**config.mk**
```make
export PLATFORM = sky130hd
export DESIGN_NAME = pci_config_cmd_status_regs
export DESIGN_NICKNAME = d
export VERILOG_FILES = /design/src/inc/pci_cfg_pkg.sv /design/src/hw/err_flag_bank.sv /design/src/hw/pci_config_cmd_status_regs.sv
export VERILOG_INCLUDE_DIRS = /design/src /design/src/inc
export SDC_FILE = /design/constraint.sdc
export NUM_CORES = 1
export LEC_CHECK = 0
export ABC_AREA = 1
export BUFFER_PORTS_ARGS = -buffer_cell sky130_fd_sc_hd__buf_2
export CORE_UTILIZATION = 52
export DETAILED_ROUTE_END_ITERATION = 8
export PLACE_DENSITY = 0.84
export SYNTH_ARGS = -nofsm -noshare
export SYNTH_HDL_FRONTEND = slang
export SYNTH_SLANG_ARGS = --single-unit
export TNS_END_PERCENT = 20
```
**constraint.sdc**
```tcl
create_clock -name ref_clk_i -period 2 [get_ports ref_clk_i]
set_clock_uncertainty 0.2 [all_clocks]
set_input_delay 0 -clock ref_clk_i [delete_from_list [all_inputs] [get_ports ref_clk_i]]
set_output_delay 0 -clock ref_clk_i [all_outputs]
set_load 0.1 [all_outputs]
```
**src/inc/pci_cfg_defines.svh**
```systemverilog
`ifndef PCI_CFG_DEFINES_SVH
`define PCI_CFG_DEFINES_SVH

// configuration-space byte offsets
`define CFG_CMD_STS_OFF 8'h04
`define CFG_PCIX_CAP_OFF 8'he4
`define CFG_PCIX_STS_OFF 8'he8

// pci-x capability header
`define PCIX_CAP_ID 8'h07
`define PCIX_NEXT_PTR 8'hf0
`define PCIX_NEXT_NONE 8'h00

// command register bits
`define CMD_INT_DIS 10
`define CMD_RESET 11'h000

// status register bits
`define STS_INT 3
`define STS_CAP_LIST 4
`define STS_M66 5
`define STS_UDF 6
`define STS_FB2B 7
`define STS_DPR 8
`define STS_DEVSEL_LO 9
`define STS_DEVSEL_HI 10
`define STS_DEVSEL_MEDIUM 2'b01

// pci-x command and status words
`define PCIX_CMD_RESET 7'h02
`define PCIX_STS_SCD 18
`define PCIX_DEV_NUM_RST 5'h1f
`define PCIX_BUS_NUM_RST 8'hff
`define PCIX_FUNC_NUM_RST 3'h0

`endif

```
**src/inc/pci_cfg_pkg.sv**
```systemverilog
package pci_cfg_pkg;

   // packed so that bit n of the struct is command bit n
   typedef struct packed {
      logic int_disable;
      logic fast_b2b;
      logic serr_en;
      logic wait_cycle;
      logic parity_resp;
      logic palette_snoop;
      logic mwi_en;
      logic special_cycle;
      logic master_en;
      logic mem_en;
      logic io_en;
   } cmd_bits_t;

   // error flags, one bit per sticky status flag
   typedef struct packed {
      logic det_parity;
      logic sig_serr;
      logic rcv_master_abort;
      logic rcv_target_abort;
      logic sig_target_abort;
      logic data_parity;
   } err_events_t;

   // packed so that bit n of the struct is pci-x command bit n
   typedef struct packed {
      logic [2:0] max_split;
      logic [1:0] max_read;
      logic relaxed_order;
      logic dpe_recovery;
   } pcix_cmd_t;

   typedef struct packed {
      logic wr;
      logic rd;
      logic [7:0] addr;
      logic [3:0] be;
      logic [31:0] wdata;
   } cfg_req_t;

   typedef struct packed {
      cmd_bits_t cmd;
      pcix_cmd_t pxcmd;
      pcix_cmd_t pxctl;
      logic scd;
      logic dpr_seen;
      logic [31:0] rdata;
      logic rvalid;
      logic inta_oe;
      logic link_int;
      logic serr_oe;
      logic split_ok;
   } regs_state_t;

   typedef struct packed {
      err_events_t flags;
   } flags_state_t;

endpackage

```
**src/hw/err_flag_bank.sv**
```systemverilog
`include "pci_cfg_defines.svh"

module err_flag_bank (
   input wire logic ref_clk_i,
   input wire logic srst_i,
   input wire pci_cfg_pkg::err_events_t set_i,
   input wire pci_cfg_pkg::err_events_t clr_i,
   output pci_cfg_pkg::err_events_t flags_o
);

   pci_cfg_pkg::flags_state_t st_ff;
   pci_cfg_pkg::flags_state_t nxt_st;

   // a set in the clearing cycle wins so no event is lost
   always_comb begin
      nxt_st = st_ff;
      for (int i = 0; i < $bits(pci_cfg_pkg::err_events_t); i++) begin
         nxt_st.flags[i] = set_i[i] | (st_ff.flags[i] & ~clr_i[i]);
      end
   end

   always_ff @(posedge ref_clk_i) begin
      if (srst_i) begin
         st_ff <= '0;
      end else begin
         st_ff <= nxt_st;
      end
   end

   assign flags_o = st_ff.flags;
endmodule

```
**src/hw/pci_config_cmd_status_regs.sv**
```systemverilog
// What this block does
// ten command enable bits, all reset zero
// pci-x split completions ignore mastering enable
// bit 10 interrupt disable on some variants
// status bit 3 pending; pin gated by disable
// status bit 4 capability list reads one
// 66 MHz bit one, UDF bit zero
// fast back-to-back capable zero in pci-x
// devsel timing reads medium encoding 01b
// six error flags reset to zero
// pci-x registers act only in pci-x mode
// pci-x header at E4h, status at E8h
// capability id reads seven, read-only
// next pointer F0, zero if msi hidden; the code zeroes it only when msi is hidden in conventional mode
// parity flag raises system error when unrecoverable
// write one clears error flag, zero keeps
// reserved bits read zero, ignore writes
`include "pci_cfg_defines.svh"

module pci_config_cmd_status_regs #(
   parameter bit INT_DISABLE_IMPL = 1'b1,
   parameter bit FB2B_CAPABLE = 1'b0,
   parameter bit DEV_64BIT = 1'b1,
   parameter bit CAP_133MHZ = 1'b1
) (
   input wire logic ref_clk_i,
   input wire logic srst_i,
   input wire pci_cfg_pkg::cfg_req_t cfg_req_i,
   input wire logic pcix_mode_i,
   input wire logic msi_disabled_i,
   input wire logic int_pending_i,
   input wire pci_cfg_pkg::err_events_t err_evt_i,
   input wire logic serr_req_i,
   input wire logic split_discard_i,
   output logic [31:0] cfg_rdata_o,
   output logic cfg_rvalid_o,
   output pci_cfg_pkg::cmd_bits_t cmd_o,
   output pci_cfg_pkg::pcix_cmd_t pcix_ctl_o,
   output logic split_ok_o,
   output logic inta_oe_o,
   output logic link_int_o,
   output logic serr_oe_o
);

   localparam pci_cfg_pkg::regs_state_t RESET_ST = '{
      cmd: `CMD_RESET,
      pxcmd: `PCIX_CMD_RESET,
      pxctl: '0,
      scd: 1'b0,
      dpr_seen: 1'b0,
      rdata: 32'h0000_0000,
      rvalid: 1'b0,
      inta_oe: 1'b0,
      link_int: 1'b0,
      serr_oe: 1'b0,
      split_ok: 1'b0
   };

   pci_cfg_pkg::regs_state_t st_ff;
   pci_cfg_pkg::regs_state_t nxt_st;
   pci_cfg_pkg::err_events_t flags;
   pci_cfg_pkg::err_events_t flag_set;
   pci_cfg_pkg::err_events_t flag_clr;
   logic [15:0] status_word;
   logic [31:0] pcix_status;
   logic [7:0] next_ptr;
   logic recovery_on;
   logic serr_now;

   function automatic logic hit(input logic [7:0] addr, input logic [7:0] off);
      hit = (addr[7:2] == off[7:2]);
   endfunction

   err_flag_bank u_flags (
      .ref_clk_i(ref_clk_i),
      .srst_i(srst_i),
      .set_i(flag_set),
      .clr_i(flag_clr),
      .flags_o(flags)
   );

   // recovery control only matters while the bus runs pci-x
   assign recovery_on = pcix_mode_i & st_ff.pxcmd.dpe_recovery;

   always_comb begin
      serr_now = serr_req_i & st_ff.cmd.serr_en;
      // unrecoverable parity: new data-parity flag drives system error
      if (flags.data_parity && !st_ff.dpr_seen && !recovery_on && st_ff.cmd.serr_en) begin
         serr_now = 1'b1;
      end
   end

   always_comb begin
      flag_set = err_evt_i;
      flag_set.sig_serr = err_evt_i.sig_serr | serr_now;
      flag_clr = '0;
      if (cfg_req_i.wr && hit(cfg_req_i.addr, `CFG_CMD_STS_OFF)) begin
         // status bit 8 sits in byte lane 3, so only that lane may clear it
         if (cfg_req_i.be[3]) begin
            flag_clr.data_parity = cfg_req_i.wdata[16 + `STS_DPR];
         end
         if (cfg_req_i.be[3]) begin
            flag_clr.sig_target_abort = cfg_req_i.wdata[27];
            flag_clr.rcv_target_abort = cfg_req_i.wdata[28];
            flag_clr.rcv_master_abort = cfg_req_i.wdata[29];
            flag_clr.sig_serr = cfg_req_i.wdata[30];
            flag_clr.det_parity = cfg_req_i.wdata[31];
         end
      end
   end

   always_comb begin
      status_word = 16'h0000;
      status_word[`STS_INT] = int_pending_i;
      status_word[`STS_CAP_LIST] = 1'b1;
      status_word[`STS_M66] = 1'b1;
      status_word[`STS_UDF] = 1'b0;
      status_word[`STS_FB2B] = FB2B_CAPABLE & ~pcix_mode_i;
      status_word[`STS_DPR] = flags.data_parity;
      status_word[`STS_DEVSEL_HI:`STS_DEVSEL_LO] = `STS_DEVSEL_MEDIUM;
      status_word[15:11] = {flags.det_parity, flags.sig_serr, flags.rcv_master_abort,
                            flags.rcv_target_abort, flags.sig_target_abort};
   end

   // msi entry drops out of the list only in conventional mode
   assign next_ptr = (!pcix_mode_i && msi_disabled_i) ? `PCIX_NEXT_NONE
                                                      : `PCIX_NEXT_PTR;

   always_comb begin
      pcix_status = 32'h0000_0000;
      pcix_status[2:0] = `PCIX_FUNC_NUM_RST;
      pcix_status[7:3] = `PCIX_DEV_NUM_RST;
      pcix_status[15:8] = `PCIX_BUS_NUM_RST;
      pcix_status[16] = DEV_64BIT;
      pcix_status[17] = CAP_133MHZ;
      pcix_status[`PCIX_STS_SCD] = st_ff.scd;
   end

   always_comb begin
      nxt_st = st_ff;
      nxt_st.rvalid = cfg_req_i.rd;
      nxt_st.dpr_seen = flags.data_parity;
      nxt_st.serr_oe = serr_now;
      // split-discard event wins over a clearing write
      nxt_st.scd = split_discard_i | st_ff.scd;
      if (cfg_req_i.rd) begin
         if (hit(cfg_req_i.addr, `CFG_CMD_STS_OFF)) begin
            nxt_st.rdata = {status_word, 5'h00, st_ff.cmd};
         end else if (hit(cfg_req_i.addr, `CFG_PCIX_CAP_OFF)) begin
            nxt_st.rdata = {9'h000, st_ff.pxcmd, next_ptr, `PCIX_CAP_ID};
         end else if (hit(cfg_req_i.addr, `CFG_PCIX_STS_OFF)) begin
            nxt_st.rdata = pcix_status;
         end else begin
            nxt_st.rdata = 32'h0000_0000;
         end
      end
      if (cfg_req_i.wr) begin
         if (hit(cfg_req_i.addr, `CFG_CMD_STS_OFF)) begin
            if (cfg_req_i.be[0]) begin
               nxt_st.cmd[7:0] = cfg_req_i.wdata[7:0];
            end
            if (cfg_req_i.be[1]) begin
               nxt_st.cmd[9:8] = cfg_req_i.wdata[9:8];
               nxt_st.cmd.int_disable = INT_DISABLE_IMPL & cfg_req_i.wdata[`CMD_INT_DIS];
            end
         end else if (hit(cfg_req_i.addr, `CFG_PCIX_CAP_OFF)) begin
            // writable in either bus mode; bytes 0 and 1 are read-only
            if (cfg_req_i.be[2]) begin
               nxt_st.pxcmd = cfg_req_i.wdata[22:16];
            end
         end else if (hit(cfg_req_i.addr, `CFG_PCIX_STS_OFF)) begin
            if (cfg_req_i.be[2] && cfg_req_i.wdata[`PCIX_STS_SCD] && !split_discard_i) begin
               nxt_st.scd = 1'b0;
            end
         end
      end
      nxt_st.pxctl = pcix_mode_i ? st_ff.pxcmd : '0;
      nxt_st.split_ok = st_ff.cmd.master_en | pcix_mode_i;
      nxt_st.inta_oe = int_pending_i & ~st_ff.cmd.int_disable;
      nxt_st.link_int = int_pending_i & ~st_ff.cmd.int_disable;
   end

   always_ff @(posedge ref_clk_i) begin
      if (srst_i) begin
         st_ff <= RESET_ST;
      end else begin
         st_ff <= nxt_st;
      end
   end

   assign cfg_rdata_o = st_ff.rdata;
   assign cfg_rvalid_o = st_ff.rvalid;
   assign cmd_o = st_ff.cmd;
   assign pcix_ctl_o = st_ff.pxctl;
   assign split_ok_o = st_ff.split_ok;
   assign inta_oe_o = st_ff.inta_oe;
   assign link_int_o = st_ff.link_int;
   assign serr_oe_o = st_ff.serr_oe;

   logic rd_cs;
   logic rd_cap;
   assign rd_cs = cfg_req_i.rd && hit(cfg_req_i.addr, `CFG_CMD_STS_OFF);
   assign rd_cap = cfg_req_i.rd && hit(cfg_req_i.addr, `CFG_PCIX_CAP_OFF);
   logic rd_pxs;
   logic wr_cs;
   logic wr_cap;
   logic wr_pxs;
   logic rd_none;
   assign rd_pxs = cfg_req_i.rd && hit(cfg_req_i.addr, `CFG_PCIX_STS_OFF);
   assign wr_cs = cfg_req_i.wr && hit(cfg_req_i.addr, `CFG_CMD_STS_OFF);
   assign wr_cap = cfg_req_i.wr && hit(cfg_req_i.addr, `CFG_PCIX_CAP_OFF);
   assign wr_pxs = cfg_req_i.wr && hit(cfg_req_i.addr, `CFG_PCIX_STS_OFF);
   assign rd_none = cfg_req_i.rd && !rd_cs && !rd_cap && !rd_pxs;
endmodule

```
==> results of run 1 <==
[per-stage QoR]
step / total power [mW] / worst slack [ns] / setup TNS (ns) / utilization
final: 3.028 / 0.04060 / 0 / 0.7707
after global routing: 3.125 / -0.004661 / -0.004661 / 0.7707
after CTS: 3.022 / 0.05713 / 0 / 0.7690
after detailed placement: 1.572 / 0.5969 / 0 / 0.5825
after global placement: 1.567 / 0.6188 / 0 / 0.5825
after floorplan: 1.500 / 0.4438 / 0 / -
[where the power goes]
part	switching, mW	internal [mW]	total [mW]
Combinational	0.198	0.125	0.323
Clock	0.508	0.894	1.40
Sequential	0.00912	1.29	1.30
Total	0.715	2.31	3.03
[routing by layer]
metal  vias to the layer above  wire length (um)  GRT usage
met3                        32               414    0.05820
met1                      1318              3272     0.3556
met2                       132              3996     0.5149
li1                       1389                 -          -
met4                         0               269     0.1235
met5                         -                 0          0
[worst max-delay path, stage by stage]
cell and delay (ns):
dlygate4sd3_1 0.54, buf_2 0.13, nor3_2 0.15, dlygate4sd3_1 0.57, nor2_1 0.05, dlygate4sd3_1 0.55
[registers in the layout, summed over array words and instances (netlist names), 6 cells and up]
name and flops:
pcix_ctl_o 7, cfg_rdata_o 27, u_flags.flags_o 6, st_ff 8, cmd_o 11
[what timing repair did]
item,4_1_cts,5_1_grt
setup buffers,0,0
hold buffers,71,0
setup endpoints to repair,0,4
resized for setup,0,5
hold endpoints to repair,51,0
[layout make-up]
type | instances | area, um2 | area share
multi-input combinational | 230 | 1032 | 0.2589
clock inverter | 5 | 102.6 | 0.02574
timing repair buffer | 174 | 1234 | 0.3095
tap | 70 | 87.58 | 0.02197
clock buffer | 11 | 151.4 | 0.03798
sequential | 64 | 1281 | 0.3214
inverter | 26 | 97.59 | 0.02448
[kinds of logic after synthesis]
logic type             synth area share
and+or+nand+nor                  0.2787
buffers and inverters            0.1870
DFF                              0.4537
AOI/OAI and AO/OA               0.07931
other                          0.001328
[cells in the final DEF, fill, tap and decap left out]
cell type       instances
nor2_1                 49
buf_2                 101
dlymetal6s4s_1          2
nand3b_1                1
a21oi_2                 1
dlygate4sd3_1          68
clkinvlp_4              1
nand3_1                15
a21oi_1                28
nor3_1                  1
o21ai_0                14
clkbuf_8               11
nand2_1               104
dfxtp_1                64
conb_1                  2
bufinv_16               3
nor2_2                  1
clkinv_2                1
buf_4                   3
inv_1                  23
inv_2                   3
nand4_1                 4
nand3_2                 1
nor2_4                  5
nor3_2                  2
a22o_1                  1
nand3_4                 1
[final timing paths]
path | startpoint | end | cells past startpoint
min reg2reg | cfg_rdata_o[17] | cfg_rdata_o[17] | 2
max | cfg_req_i[9] | cmd_o[9] | 6
max reg2reg | st_ff[46] | u_flags.flags_o[4] | 6
min | cfg_req_i[39] | cfg_rdata_o[18] | 6
==> summary.txt, run 1 <==
Route
  – Via density: 4.950
  – Final ANT Viol Nets: 0
  – # DRC: 0
  – Pre-antenna DRT Iters: 5
  – Drt wl/cell: 13.71 um
  – Via count: 2871
  – Iter 0 DRT Violations: 147
  – DRT Wirelength: 7.952 mm

Logic synthesis
  – Sequential share of the synthesized area: 0.4537
  – Yosys warning total: 0
  – Synth top area cells: dfxtp_1 (45%), nand2_1 (14%), buf_4 (14%), nor2_1 (6.5%), a21oi_1 (5.1%)
  – Post-synth EDFFs: 0
  – Unique masters post-synth: 22
  – Syn Area/Cell: 7.431 um2
  – Top post-synthesis cells by count: nand2_1 (104), dfxtp_1 (64), buf_4 (51)
  – Synth Register Bits: 64
  – Post-Syn Area: 0.002824 mm2
  – Async S/R FF share, synth: 0
  – Most common cell in the netlist: nand2_1
  – Most used DFF post-synth: dfxtp_1
  – Share of the synthesized area in the top cell type: 0.4537
  – Cells after Synth: 380
  – Post-synth top area cell: dfxtp_1

Setup path
  – Worst EP arrival: 1.99 ns
  – Critical setup path kind: input port to flop
  – Worst endpoint required time: 2.03 ns
  – CP Launch Type: input port
  – FF-to-FF setup slack: 0.26 ns
  – CP Max Fanout: 1
  – Critical Path End Type: flop

Clocking
  – CTS H-tree lvls: 3
  – CTS root buf: clkbuf_8
  – CTS tree: yes
  – # clock sinks: 64
  – Inserted Clock Buffers: 9
  – Clock buffer depth: 2
  – Clock slew at reported path FFs: 0.07 ns
  – Worst-skew pair later-pin latency: 0.34 ns

Floorplanning
  – Die footprint: 0.005730 mm2
  – Row count: 26
  – Io pins: 114
  – Starting Density: 0.5460
  – DIE WIDTH: 75.70 um
  – Core Region: 0.005172 mm2
  – Die height: 75.70 um

GRT
  – Vias in the first global route: 2667
  – GR Overflow Total: 0
  – Initial antenna violation count: 0
  – Largest net degree at the start of global routing: 24
  – Total GRT Usage: 0.2952
  – First-pass GRT wire length: 12.43 mm

Timing
  – F_max: 0.5104 GHz
  – # setup viols final: 0
  – Min Clock Period, post-route: 1.959 ns
  – WHS: 0.03290 ns
  – Number of max-slew violations in the final report: 0
  – Period utilisation layout: 0.9797
  – Final Hold Viols: 0
  – RSZ-0062 raised after global routing: yes

Placed design
  – DP Cell Count: 494
  – Post-DP HPWL: 4.490 mm
  – RePlAce Congestion: 0.8652
  – # port buffers: 101
  – DP Area: 0.003013 mm2

Outcome
  – Status: finished, final reports clean

Power
  – Leak: 2.019 nW
  – PD cells: 759.5 mW/mm2
  – Worst IR Drop VDD: 0.0006853 V

Final layout
  – Area Overhead vs Synth: 41.16%
  – Post-Layout Cell Count: 580
  – N_diodes: 0
  – Cell area after layout: 0.003986 mm2
  – Share of layout cells above drive strength 1: 0.2627
  – # fillers: 359
  – Final nets: 564

Job
  – Max Cap Viol: 0

Hold path
  – HP Class: input port to flop
No activity file was read; power rests on OpenSTA's default activity.
==> inputs of run 2 (changes only) <==
--- a/config.mk
+++ b/config.mk
@@ -8,8 +8,10 @@
 export LEC_CHECK = 0
 export ABC_AREA = 1
 export BUFFER_PORTS_ARGS = -buffer_cell sky130_fd_sc_hd__buf_2
+export CORE_ASPECT_RATIO = 0.75
 export CORE_UTILIZATION = 52
 export DETAILED_ROUTE_END_ITERATION = 8
+export HOLD_SLACK_MARGIN = 0.1
 export PLACE_DENSITY = 0.84
 export SYNTH_ARGS = -nofsm -noshare
 export SYNTH_HDL_FRONTEND = slang
==> run 2 against run 1 <==
  * Sequential share of layout area fell by 0.21 points
  * Total power fell by 14%
  * Register-to-register slack barely moved
  * Die area barely moved
  * First-iteration DRC count rose by 63%
  * Critical endpoint is now cmd_o[8]
  * Highest routed layer unchanged
==> summary.txt, run 2 (synthesis gave the netlist of run 1 again) <==
Route
  – DR top layer: met4
  – Drt wl/cell: 13.63 um
  – Final ANT Viol Nets: 0
  – Met2 wire len: 3.918 mm
  – Pre-antenna DRT Iters: 4
  – Iter 0 DRT Violations: 239
  – Via count: 2894
  – DRT Wirelength: 8.094 mm
  – M1 WL: 3.295 mm
  – # DRC: 0
  – Via density: 4.872
  – Met3 WL: 686 um

GRT
  – Largest net degree at the start of global routing: 29
  – First-pass GRT wire length: 13.08 mm
  – GR Overflow Total: 0
  – Vias in the first global route: 2889
  – Total GRT Usage: 0.3083
  – Initial antenna violation count: 0

Setup path
  – Worst endpoint required time: 2.04 ns
  – Critical path's largest stage delay: 0.57 ns
  – Critical setup path kind: input port to flop
  – Critical Path End Type: flop
  – CP max stage cell: dlygate4sd3_1
  – Crit path top cell by count: dlygate4sd3_1
  – Critical path cell sequence: dlygate4sd3_1 -> buf_2 -> nor3_2 -> dlygate4sd3_1 -> nor2_1 -> dlygate4sd3_1
  – CP Launch Type: input port
  – CP Max Fanout: 1
  – Worst EP arrival: 2.00 ns

Placed design
  – RePlAce Congestion: 0.8068
  – # port buffers: 101
  – DP Area: 0.003015 mm2
  – DP Cell Count: 496
  – Post-DP HPWL: 4.598 mm

Power
  – Worst IR Drop VDD: 0.0004084 V
  – Clk pwr share: 0.372
  – Switch share: 0.2650
  – Reg power frac: 0.503
  – PD cells: 645.6 mW/mm2
  – Pint: 1.904 mW
  – Leak: 2.021 nW
  – Comb power frac: 0.125
  – Net Switching: 686.5 uW

Clocking
  – CTS root buf: clkbuf_8
  – Clock slew at reported path FFs: 0.07 ns
  – Inserted Clock Buffers: 9
  – Worst-skew pair later-pin latency: 0.35 ns
  – CTS tree: yes
  – CTS H-tree lvls: 3
  – Clock buffer depth: 2
  – Postcts setup bufs: 0
  – # clock sinks: 64

Final layout
  – Area Overhead vs Synth: 42.09%
  – Cell area after layout: 0.004013 mm2
  – # fillers: 358
  – N_diodes: 0
  – Fin util: 0.7922
  – Share of layout cells above drive strength 1: 0.2471
  – Storage cell area: 0.001281 mm2
  – Post-Layout Cell Count: 594
  – Most common cell after layout, fill and taps aside: nand2_1
  – Multi-input combinational cell area: 0.001023 mm2
  – Largest register FFs: 27
  – Final nets: 576
  – Commonest non-fill, non-tap cells in the layout: nand2_1 (104), buf_2 (101), dlygate4sd3_1 (80)

Outcome
  – Status: finished, final reports clean

Timing
  – Final setup TNS: 0 ns
  – Final Hold Viols: 0
  – WHS: 0.1346 ns
  – Min Clock Period, post-route: 1.964 ns
  – # setup viols final: 0
  – Worst-Margin Slew: 0.5035 ns
  – F_max: 0.5090 GHz
  – Rel. slew slack: 0.6631
  – Period utilisation layout: 0.9822
  – Number of max-slew violations in the final report: 0
  – RSZ-0062 raised after global routing: yes

Floorplanning
  – Row count: 22
  – Io pins: 114
  – DIE WIDTH: 87.10 um
  – Die height: 65.82 um
  – Die footprint: 0.005733 mm2
  – Starting Density: 0.5576
  – Core Region: 0.005065 mm2

Job
  – Max Cap Viol: 0

Hold path
  – HP Class: input port to flop
[run 2: changes by cell type in the layout (fill, tap and decap cells not counted), sizes merged]
| cell | delta |
|---|---|
| clkinv | +1 |
| bufinv | -3 |
| clkbuf | +2 |
| dlygate4sd3 | +12 |
[run 2: timing repair]
item / in CTS / in global routing
hold buffers: 82 / 1
endpoints found under the setup margin: 0 / 4
hold endpoints to repair: 64 / 1
gates resized for setup: 0 / 3
[run 2: layer usage]
metal	up-vias	track usage
met4	0	0.1434
met2	140	0.5246
met3	21	0.1286
li1	1414	-
met5	-	0
met1	1319	0.3357
[run 2: per-stage QoR]
stage / worst slack (ns) / power (mW)
floorplan: 0.4438 / 1.500
global placement: 0.6262 / 1.568
detailed placement: 0.5888 / 1.571
CTS: 0.03803 / 2.594
global route: -0.02171 / 2.691
finish: 0.03555 / 2.591
[run 2: worst max-delay path: cells and delay by family]
| family | cells | cell delay [ns] |
|---|---|---|
| buffers and inverters | 4 | 1.79 |
| and+or+nand+nor | 2 | 0.20 |
[run 2: layout make-up]
| cell class | count | share of cell area |
|---|---|---|
| inverter | 26 | 0.02432 |
| clock inverter | 3 | 0.004365 |
| multi-input combinational | 230 | 0.2551 |
| timing repair buffer | 186 | 0.3374 |
| sequential | 64 | 0.3193 |
| tap | 72 | 0.02245 |
| clock buffer | 13 | 0.03711 |
[run 2: final timing paths]
path | cells past startpoint | slack [ns] | end | startpoint
worst max-delay path | 6 | 0.04 | cmd_o[8] | cfg_req_i[8]
worst max register to register | 6 | 0.26 | u_flags.flags_o[4] | st_ff[46]
worst min register to register | 2 | 0.25 | cfg_rdata_o[16] | cfg_rdata_o[16]
worst min-delay path | 6 | 0.13 | cfg_rdata_o[21] | cfg_req_i[39]
[run 2: power groups by stage]
stage	Sequential (mW)	Combinational, mW	Clock, mW
after floorplan	1.35	0.147	0
after global placement	1.33	0.237	0
after detailed placement	1.33	0.239	0
after CTS	1.30	0.315	0.975
after global routing	1.30	0.347	1.04
final	1.30	0.324	0.963
